## src/common/lpst_pkg.sv

```systemverilog
// Purpose: shared constants and types for the panel sync timing block
// Assumes: one pixel per pclk cycle, apb with 32-bit data
// Notes:   register indices are kept, byte address is index times four
package lpst_pkg;

    localparam int unsigned ADDR_W   = 19;
    localparam int unsigned CNT_W    = 11;

    // register indices, byte address = index * 4
    localparam logic [16:0] IDX_MODE    = 17'h1ffe1;
    localparam logic [16:0] IDX_HSIZE   = 17'h1ffe4;
    localparam logic [16:0] IDX_VSIZE_L = 17'h1ffe5;
    localparam logic [16:0] IDX_VSIZE_H = 17'h1ffe6;
    localparam logic [16:0] IDX_LPS     = 17'h1ffe7;
    localparam logic [16:0] IDX_HBLANK  = 17'h1ffe8;
    localparam logic [16:0] IDX_FPS     = 17'h1ffe9;
    localparam logic [16:0] IDX_VBLANK  = 17'h1ffea;
    localparam logic [16:0] IDX_ACB     = 17'h1ffeb;
    localparam logic [16:0] IDX_SCR1_L  = 17'h1ffec;
    localparam logic [16:0] IDX_IRQ_STS = 17'h1ffee;
    localparam logic [16:0] IDX_IRQ_EN  = 17'h1ffef;
    localparam logic [16:0] IDX_IRQ_CLR = 17'h1fff0;

    // field positions
    localparam int unsigned MODE_AM_BIT   = 7;
    localparam int unsigned VBL_STS_BIT   = 7;
    localparam int unsigned IRQ_LINE_BIT  = 0;
    localparam int unsigned IRQ_FRAME_BIT = 1;
    localparam int unsigned IRQ_VBL_BIT   = 2;
    localparam int unsigned IRQ_W         = 3;

    // timing counts, in pixels or groups of eight pixels
    localparam logic [2:0]  GROUP_SHIFT  = 3'h3;
    localparam logic [5:0]  HBLANK_ADD   = 6'h04;
    localparam logic [5:0]  LPS_ADD      = 6'h02;
    localparam logic [3:0]  LINE_PULSE_W = 4'h8;

    typedef struct packed {
        logic       active_matrix_mode;
        logic [6:0] hsize;
        logic [9:0] vsize;
        logic [4:0] lps;
        logic [4:0] hblank;
        logic [5:0] fps;
        logic [5:0] vblank;
        logic [5:0] acb_rate;
        logic [7:0] scr1_low;
    } lpst_cfg_t;

    localparam lpst_cfg_t CFG_RST = '{
        active_matrix_mode: 1'b0,
        hsize:    7'h03,
        vsize:    10'h000,
        lps:      5'h00,
        hblank:   5'h00,
        fps:      6'h01,
        vblank:   6'h01,
        acb_rate: 6'h00,
        scr1_low: 8'h00
    };
    localparam logic [IRQ_W-1:0] IRQ_RST = 3'h0;

endpackage : lpst_pkg

```

## src/verilog/lpst_top.sv

```systemverilog
// Purpose: line/frame sync, non-display periods and ac-bias for an lcd panel
// Assumes: pclk is the pixel clock, one pixel per cycle
// Notes:   apb slave, registers at index*4, unmapped access gets pslverr
//
// Register access over APB was left to the implementer.
`timescale 1ns/10ps
module lpst_top (
    input  wire logic                      pclk,
    input  wire logic                      presetn,
    input  wire logic                      psel,
    input  wire logic                      penable,
    input  wire logic                      pwrite,
    input  wire logic [lpst_pkg::ADDR_W-1:0] paddr,
    input  wire logic [31:0]               pwdata,
    output logic      [31:0]               prdata,
    output logic                           pready,
    output logic                           pslverr,
    output logic                           line_sync_pulse,
    output logic                           frame_sync_pulse,
    output logic                           ac_bias_output,
    output logic                           display_active,
    output logic                           irq
);

    localparam int unsigned CW = lpst_pkg::CNT_W;

    lpst_pkg::lpst_cfg_t   cfg_q;
    logic [CW-1:0]         h_cnt_q;
    logic [CW-1:0]         v_cnt_q;
    logic [CW-1:0]         h_nxt;
    logic [CW-1:0]         v_nxt;
    logic [CW-1:0]         h_act;
    logic [CW-1:0]         h_tot;
    logic [CW-1:0]         v_act;
    logic [CW-1:0]         v_tot;
    logic [CW-1:0]         lp_set_pos;
    logic [CW-1:0]         fp_line;
    logic                  am;
    logic                  lp_set;
    logic                  fp_set;
    logic                  vb_nxt;
    logic                  vb_set;
    logic                  vblank_q;
    logic                  line_q;
    logic [3:0]            lw_cnt_q;
    logic                  frame_q;
    logic                  ac_q;
    logic [5:0]            ac_cnt_q;
    logic                  de_q;
    logic [lpst_pkg::IRQ_W-1:0] sts_q;
    logic [lpst_pkg::IRQ_W-1:0] en_q;
    logic [lpst_pkg::IRQ_W-1:0] evt;
    logic [lpst_pkg::IRQ_W-1:0] clr;
    logic                  irq_q;
    logic [31:0]           rdata_q;
    logic                  ready_q;
    logic                  err_q;
    logic                  acc;
    logic                  wr;
    logic [16:0]           idx;
    logic                  hit;
    logic [7:0]            rmux;

    assign am = cfg_q.active_matrix_mode;

    // geometry from the programmed sizes
    assign h_act = CW'({4'h0, cfg_q.hsize} + 11'h001) << lpst_pkg::GROUP_SHIFT;
    assign h_tot = h_act + (CW'({5'h00, cfg_q.hblank} + lpst_pkg::HBLANK_ADD)
                            << lpst_pkg::GROUP_SHIFT);
    assign v_act = CW'({1'b0, cfg_q.vsize} + 11'h001);
    assign v_tot = v_act + CW'(cfg_q.vblank);

    // line pulse set one cycle ahead so the flop rises on the target pixel
    // passive panels ignore the start field and pulse at blank start
    assign lp_set_pos = am
        ? h_act + (CW'({1'b0, cfg_q.lps} + lpst_pkg::LPS_ADD)
                   << lpst_pkg::GROUP_SHIFT) - 11'h002
        : h_act - 11'h001;
    assign lp_set = (h_cnt_q == lp_set_pos);

    // frame pulse covers line last_line+N, passive uses line zero
    assign fp_line = am ? v_act - 11'h001 + CW'(cfg_q.fps) : 11'h000;

    // counters: active part then blank part, forever
    always_comb begin
        h_nxt = h_cnt_q + 11'h001;
        v_nxt = v_cnt_q;
        if (h_cnt_q >= h_tot - 11'h001) begin
            h_nxt = 11'h000;
            v_nxt = (v_cnt_q >= v_tot - 11'h001) ? 11'h000
                                                  : v_cnt_q + 11'h001;
        end
    end

    assign fp_set = (h_nxt == 11'h000) && (v_nxt == fp_line);
    assign vb_nxt = (v_nxt >= v_act);
    assign vb_set = vb_nxt && !vblank_q;

    always_ff @(posedge pclk or negedge presetn) begin
        if (!presetn) begin
            h_cnt_q <= 11'h000;
            v_cnt_q <= 11'h000;
        end else begin
            h_cnt_q <= h_nxt;
            v_cnt_q <= v_nxt;
        end
    end

    always_ff @(posedge pclk or negedge presetn) begin
        if (!presetn) begin
            de_q     <= 1'b0;
            vblank_q <= 1'b0;
        end else begin
            de_q     <= (h_nxt < h_act) && !vb_nxt;
            vblank_q <= vb_nxt;
        end
    end

    // line pulse eight pixels wide; fits since the start never passes blank
    always_ff @(posedge pclk or negedge presetn) begin
        if (!presetn) begin
            line_q   <= 1'b0;
            lw_cnt_q <= 4'h0;
        end else if (lp_set) begin
            line_q   <= 1'b1;
            lw_cnt_q <= lpst_pkg::LINE_PULSE_W - 4'h1;
        end else if (lw_cnt_q != 4'h0) begin
            lw_cnt_q <= lw_cnt_q - 4'h1;
        end else begin
            line_q   <= 1'b0;
        end
    end

    always_ff @(posedge pclk or negedge presetn) begin
        if (!presetn) begin
            frame_q <= 1'b0;
        end else if (fp_set) begin
            frame_q <= 1'b1;
        end else if (h_nxt == 11'h000) begin
            frame_q <= 1'b0;
        end
    end

    // ac-bias only runs for passive panels, held low otherwise
    always_ff @(posedge pclk or negedge presetn) begin
        if (!presetn) begin
            ac_q     <= 1'b0;
            ac_cnt_q <= 6'h00;
        end else if (am) begin
            ac_q     <= 1'b0;
            ac_cnt_q <= 6'h00;
        end else if (cfg_q.acb_rate == 6'h00) begin
            ac_cnt_q <= 6'h00;
            if (fp_set) begin
                ac_q <= !ac_q;
            end
        end else if (lp_set) begin
            if (ac_cnt_q >= cfg_q.acb_rate) begin
                ac_q     <= !ac_q;
                ac_cnt_q <= 6'h00;
            end else begin
                ac_cnt_q <= ac_cnt_q + 6'h01;
            end
        end
    end

    // apb: answer on the second access cycle, so reads see a settled mux
    assign acc = psel && penable && ready_q;
    assign wr  = acc && pwrite;
    assign idx = paddr[lpst_pkg::ADDR_W-1:2];

    always_comb begin
        hit  = 1'b1;
        rmux = 8'h00;
        case (idx)
            lpst_pkg::IDX_MODE:    rmux = {am, 7'h00};
            lpst_pkg::IDX_HSIZE:   rmux = {1'b0, cfg_q.hsize};
            lpst_pkg::IDX_VSIZE_L: rmux = cfg_q.vsize[7:0];
            lpst_pkg::IDX_VSIZE_H: rmux = {6'h00, cfg_q.vsize[9:8]};
            lpst_pkg::IDX_LPS:     rmux = {3'h0, cfg_q.lps};
            lpst_pkg::IDX_HBLANK:  rmux = {3'h0, cfg_q.hblank};
            lpst_pkg::IDX_FPS:     rmux = {2'h0, cfg_q.fps};
            lpst_pkg::IDX_VBLANK:
                rmux = {vblank_q, 1'b0, cfg_q.vblank};
            lpst_pkg::IDX_ACB:     rmux = {2'h0, cfg_q.acb_rate};
            lpst_pkg::IDX_SCR1_L:  rmux = cfg_q.scr1_low;
            lpst_pkg::IDX_IRQ_STS: rmux = {5'h00, sts_q};
            lpst_pkg::IDX_IRQ_EN:  rmux = {5'h00, en_q};
            lpst_pkg::IDX_IRQ_CLR: rmux = 8'h00;
            default:               hit  = 1'b0;
        endcase
    end

    always_ff @(posedge pclk or negedge presetn) begin
        if (!presetn) begin
            ready_q <= 1'b0;
            rdata_q <= 32'h0000_0000;
            err_q   <= 1'b0;
        end else begin
            ready_q <= psel && penable && !ready_q;
            err_q   <= psel && penable && !ready_q && !hit;
            if (psel && penable && !ready_q && !pwrite) begin
                rdata_q <= {24'h00_0000, rmux};
            end
        end
    end

    // live settings; changing vblank mid-frame only disturbs that frame
    always_ff @(posedge pclk or negedge presetn) begin
        if (!presetn) begin
            cfg_q <= lpst_pkg::CFG_RST;
            en_q  <= lpst_pkg::IRQ_RST;
        end else if (wr) begin
            case (idx)
                lpst_pkg::IDX_MODE:
                    cfg_q.active_matrix_mode <= pwdata[lpst_pkg::MODE_AM_BIT];
                lpst_pkg::IDX_HSIZE:   cfg_q.hsize       <= pwdata[6:0];
                lpst_pkg::IDX_VSIZE_L: cfg_q.vsize[7:0]  <= pwdata[7:0];
                lpst_pkg::IDX_VSIZE_H: cfg_q.vsize[9:8]  <= pwdata[1:0];
                lpst_pkg::IDX_LPS:     cfg_q.lps         <= pwdata[4:0];
                lpst_pkg::IDX_HBLANK:  cfg_q.hblank      <= pwdata[4:0];
                lpst_pkg::IDX_FPS:     cfg_q.fps         <= pwdata[5:0];
                lpst_pkg::IDX_VBLANK:  cfg_q.vblank      <= pwdata[5:0];
                lpst_pkg::IDX_ACB:     cfg_q.acb_rate    <= pwdata[5:0];
                lpst_pkg::IDX_SCR1_L:  cfg_q.scr1_low    <= pwdata[7:0];
                lpst_pkg::IDX_IRQ_EN:  en_q <= pwdata[lpst_pkg::IRQ_W-1:0];
                default: ;
            endcase
        end
    end

    // sticky events; a new event beats a clear in the same cycle
    always_comb begin
        evt = '0;
        evt[lpst_pkg::IRQ_LINE_BIT]  = lp_set;
        evt[lpst_pkg::IRQ_FRAME_BIT] = fp_set;
        evt[lpst_pkg::IRQ_VBL_BIT]   = vb_set;
        clr = (wr && idx == lpst_pkg::IDX_IRQ_CLR)
            ? pwdata[lpst_pkg::IRQ_W-1:0] : '0;
    end

    always_ff @(posedge pclk or negedge presetn) begin
        if (!presetn) begin
            sts_q <= lpst_pkg::IRQ_RST;
            irq_q <= 1'b0;
        end else begin
            sts_q <= (sts_q & ~clr) | evt;
            irq_q <= |(sts_q & en_q);
        end
    end

    assign prdata           = rdata_q;
    assign pready           = ready_q;
    assign pslverr          = err_q;
    assign line_sync_pulse  = line_q;
    assign frame_sync_pulse = frame_q;
    assign ac_bias_output   = ac_q;
    assign display_active   = de_q;
    assign irq              = irq_q;
endmodule : lpst_top

```

## config.mk

```make
export PLATFORM = sky130hd
export DESIGN_NAME = lpst_top
export DESIGN_NICKNAME = d
export VERILOG_FILES = /design/src/common/lpst_pkg.sv /design/src/verilog/lpst_top.sv
export SDC_FILE = /design/constraint.sdc
export NUM_CORES = 1
export LEC_CHECK = 0
export ABC_AREA = 1
export BUFFER_PORTS_ARGS = -buffer_cell sky130_fd_sc_hd__buf_4
export CAP_MARGIN = 20
export CORE_ASPECT_RATIO = 0.5
export CORE_UTILIZATION = 25
export CTS_CLUSTER_DIAMETER = 100
export DETAILED_ROUTE_END_ITERATION = 12
export SKIP_CTS_REPAIR_TIMING = 1
export SLEW_MARGIN = 20
export SYNTH_ARGS = -nofsm -noshare
export SYNTH_HDL_FRONTEND = slang
export SYNTH_SLANG_ARGS = --single-unit
```

## constraint.sdc

```tcl
create_clock -name pclk -period 4.7 [get_ports pclk]
set_input_delay 0.235 -clock pclk [delete_from_list [all_inputs] [get_ports pclk]]
set_output_delay 0.235 -clock pclk [all_outputs]
set_load 0.005 [all_outputs]
```

==> results_dict.tcl <==
set metrics [dict create \
    cp_data_required_time_ps 4950 \
    critPathArrivalTime_ps 5350 \
    synthToLayoutAreaGrowth_pct 25.1 \
    syn_inst 1349 \
    die_x_um 275 \
    dp_hpwl_um 21800 \
    cp_max_fo 7 \
    cts_root_buffer "clkbuf_16" \
    htreeDepth 3 \
    p_seq_frac 0.361 \
    drc 2 \
    combinationalPowerShare 0.362 \
    viasPerCell 4.52 \
    cp-start-kind "register" \
    grt_overflow 0 \
    ys_seq_area_frac 0.291 \
    rsz0062_at_grt "yes" \
    cts_buffers 9 \
    vias 9051 \
    yosysWarnings 0 \
    port_buffers 44 \
    ys_seq_elements 108 \
    nNetsFinal 1666 \
    start_util 0.257 \
    boundaryPins 95 \
    place_area_um2 11000 \
    wirelength_um 27300 \
    final_cells 2002 \
    holdWs_ps 20.6 \
    yosys.area.top_type "dfrtp_1" \
    drv_cap 0 \
    ys_types 47 \
    cp_slowest_stage_delay_ps 440 \
    antenna_found_initial 0 \
    cts_tree "built" \
    power.share.clock 0.277 \
    swShare 0.363 \
    die_y_um 138 \
    drt_iter0_markers 609 \
    antenna_left 0 \
    worst_pin_slew_ps 957 \
    worstRegToRegCells 34 \
    total_power_mw 2.99 \
    skew_ps 12.0 \
    die-area_um2 38100 \
    peakVddDrop_mv 0.156 \
    slew_violations 0 \
    clk_latency_ps 360 \
    critical_path.most_common_cell "nand2_2" \
    synthTopCellsByArea "dfrtp_1 28%, nand2_1 15%, ha_1 12%" \
    cts.sinks 108 \
    p_per_area_nw_per_um2 257 \
    final_common_cell "nand2_1" \
    fin_ws_ps -404 \
    hold_viol_final 0 \
    routabilityCongestion 0.891 \
    nFillCells 3907 \
    p_switching_mw 1.08 \
    core_area_um2 36300 \
    wl_per_cell_um 13.6 \
    place_ws_ps -555 \
    cts.path.max_buffers 2 \
    max_freq_mhz 196 \
    final_area_um2 11600 \
    first_global_vias 8285 \
    num_antenna_cells 0 \
    slew_headroom 0.360 \
    outcome "finished with violations" \
    cts.clk_slew.worst_paths_ps 80 \
    min_period_over_period 1.09 \
    final_layout_size_suffix_gt1_frac 0.192 \
    syn_avg_cell_area_um2 6.90 \
    cp-end-kind "register" \
    fp-row-count 49 \
    cp-startpoint "cfg_q[36]$_DFFE_PN0P_" \
    violations "DRC, setup timing" \
    cp_slowest_cell "dfrtp_1" \
    drt_pass1_iterations 9 \
    r2r_start "cfg_q[36]$_DFFE_PN0P_" \
    intPower_mw 1.90 \
    critPathKind "reg2reg" \
    syn_area_um2 9310 \
    grt_use_total 0.144 \
    layout_common_cells "355 x nand2_1, 205 x inv_1, 169 x buf_4" \
    fin_crit_ps 5100 \
    grt_max_degree 57 \
    tns_ps -1070 \
    hp-class "in2async" \
    setup_viol 4 \
    final_util 0.321 \
    synth_top_area_frac 0.279 \
    p_leak_nw 5.94 \
    place_inst 1981 \
    grt_pass1_wl_um 43400 \
]
-- synthesized netlist by cell type (all sizes together) --
cell	number
a2111oi	1
a21o	2
a21oi	46
a221oi	9
a31o	1
a31oi	1
and2	1
buf	27
clkbuf	16
clkinv	5
conb	1
dfrtp	104
dfstp	4
fa	4
ha	93
inv	213
nand2	390
nand3	106
nand3b	8
nand4	20
nor2	112
nor3	21
nor3b	1
nor4	7
o2111ai	1
o211ai	5
o21ai	92
o21bai	3
o221ai	1
o22ai	15
xnor2	10
xor2	29
-- cell type report --
type                       instances  area [um^2]  share of cell area
timing repair buffer             173         1310               0.113
inverter                         218          825              0.0708
clock inverter                     6         81.3             0.00698
clock buffer                      10          239              0.0205
tap                              484          606              0.0520
multi-input combinational       1003         5880               0.504
sequential                       108         2710               0.233
-- worst paths after layout --
| kind | endpoint | slack [ps] |
|---|---|---|
| min in group pclk | pready$_DFF_PN0_ | 150 |
| max in group asynchronous | cfg_q[38]$_DFFE_PN0P_ | 4140 |
| hold / removal | h_cnt_q[9]$_DFF_PN0_ | 20 |
| setup reg to reg | sts_q[2]$_DFF_PN0_ | -400 |
| setup / recovery | sts_q[2]$_DFF_PN0_ | -400 |
| hold reg to reg | lw_cnt_q[0]$_DFFE_PN0P_ | 480 |
-- routing by layer --
layer | vias to the layer above | share of wire | track usage
met5 | - | 0 | 0
met4 | 0 | 0.024 | 0.0419
met3 | 42 | 0.036 | 0.0174
met2 | 185 | 0.46 | 0.234
met1 | 4178 | 0.48 | 0.200
li1 | 4646 | - | -
-- critical path: cells and delay by family (launching register included) --
family / cells / cell delay, ps
adder cells (fa/ha/maj): 4 / 940
flip-flops: 1 / 440
AND/OR/NAND/NOR: 16 / 1470
XOR/XNOR: 1 / 190
AO/OA/AOI/OAI: 9 / 1600
buffers and inverters: 4 / 340
-- logic make-up (layout without fill, tap and decap cells) --
family          count (synthesis)  after routing  share of synthesized area
other cells                     1             24                   0.000403
fa+ha+maj                      97             97                      0.134
xor+xnor                       39             39                     0.0367
buf+inv                       261            407                      0.119
simple gates                  666            666                      0.313
compound gates                177            177                      0.106
flops                         108            108                      0.291
-- state kept, by name, summed over array words and instances (netlist names) --
register          cells
pslverr               1
frame_sync_pulse      1
ac_cnt_q              6
cfg_q                53
v_cnt_q              11
pready                1
line_sync_pulse       1
sts_q                 3
am                    1
en_q                  3
lw_cnt_q              4
ac_bias_output        1
vblank_q              1
prdata                8
display_active        1
h_cnt_q              11
irq                   1
-- power by group through the flow --
stage / Sequential (mW) / Combinational, mW / Clock, mW
detailed placement: 1.10 / 0.930 / 0
global placement: 1.09 / 0.914 / 0
CTS: 1.08 / 0.934 / 0.849
global route: 1.09 / 1.23 / 0.889
finish: 1.08 / 1.08 / 0.828
floorplan: 1.07 / 0.610 / 0
(Power assumes the default switching activity.)
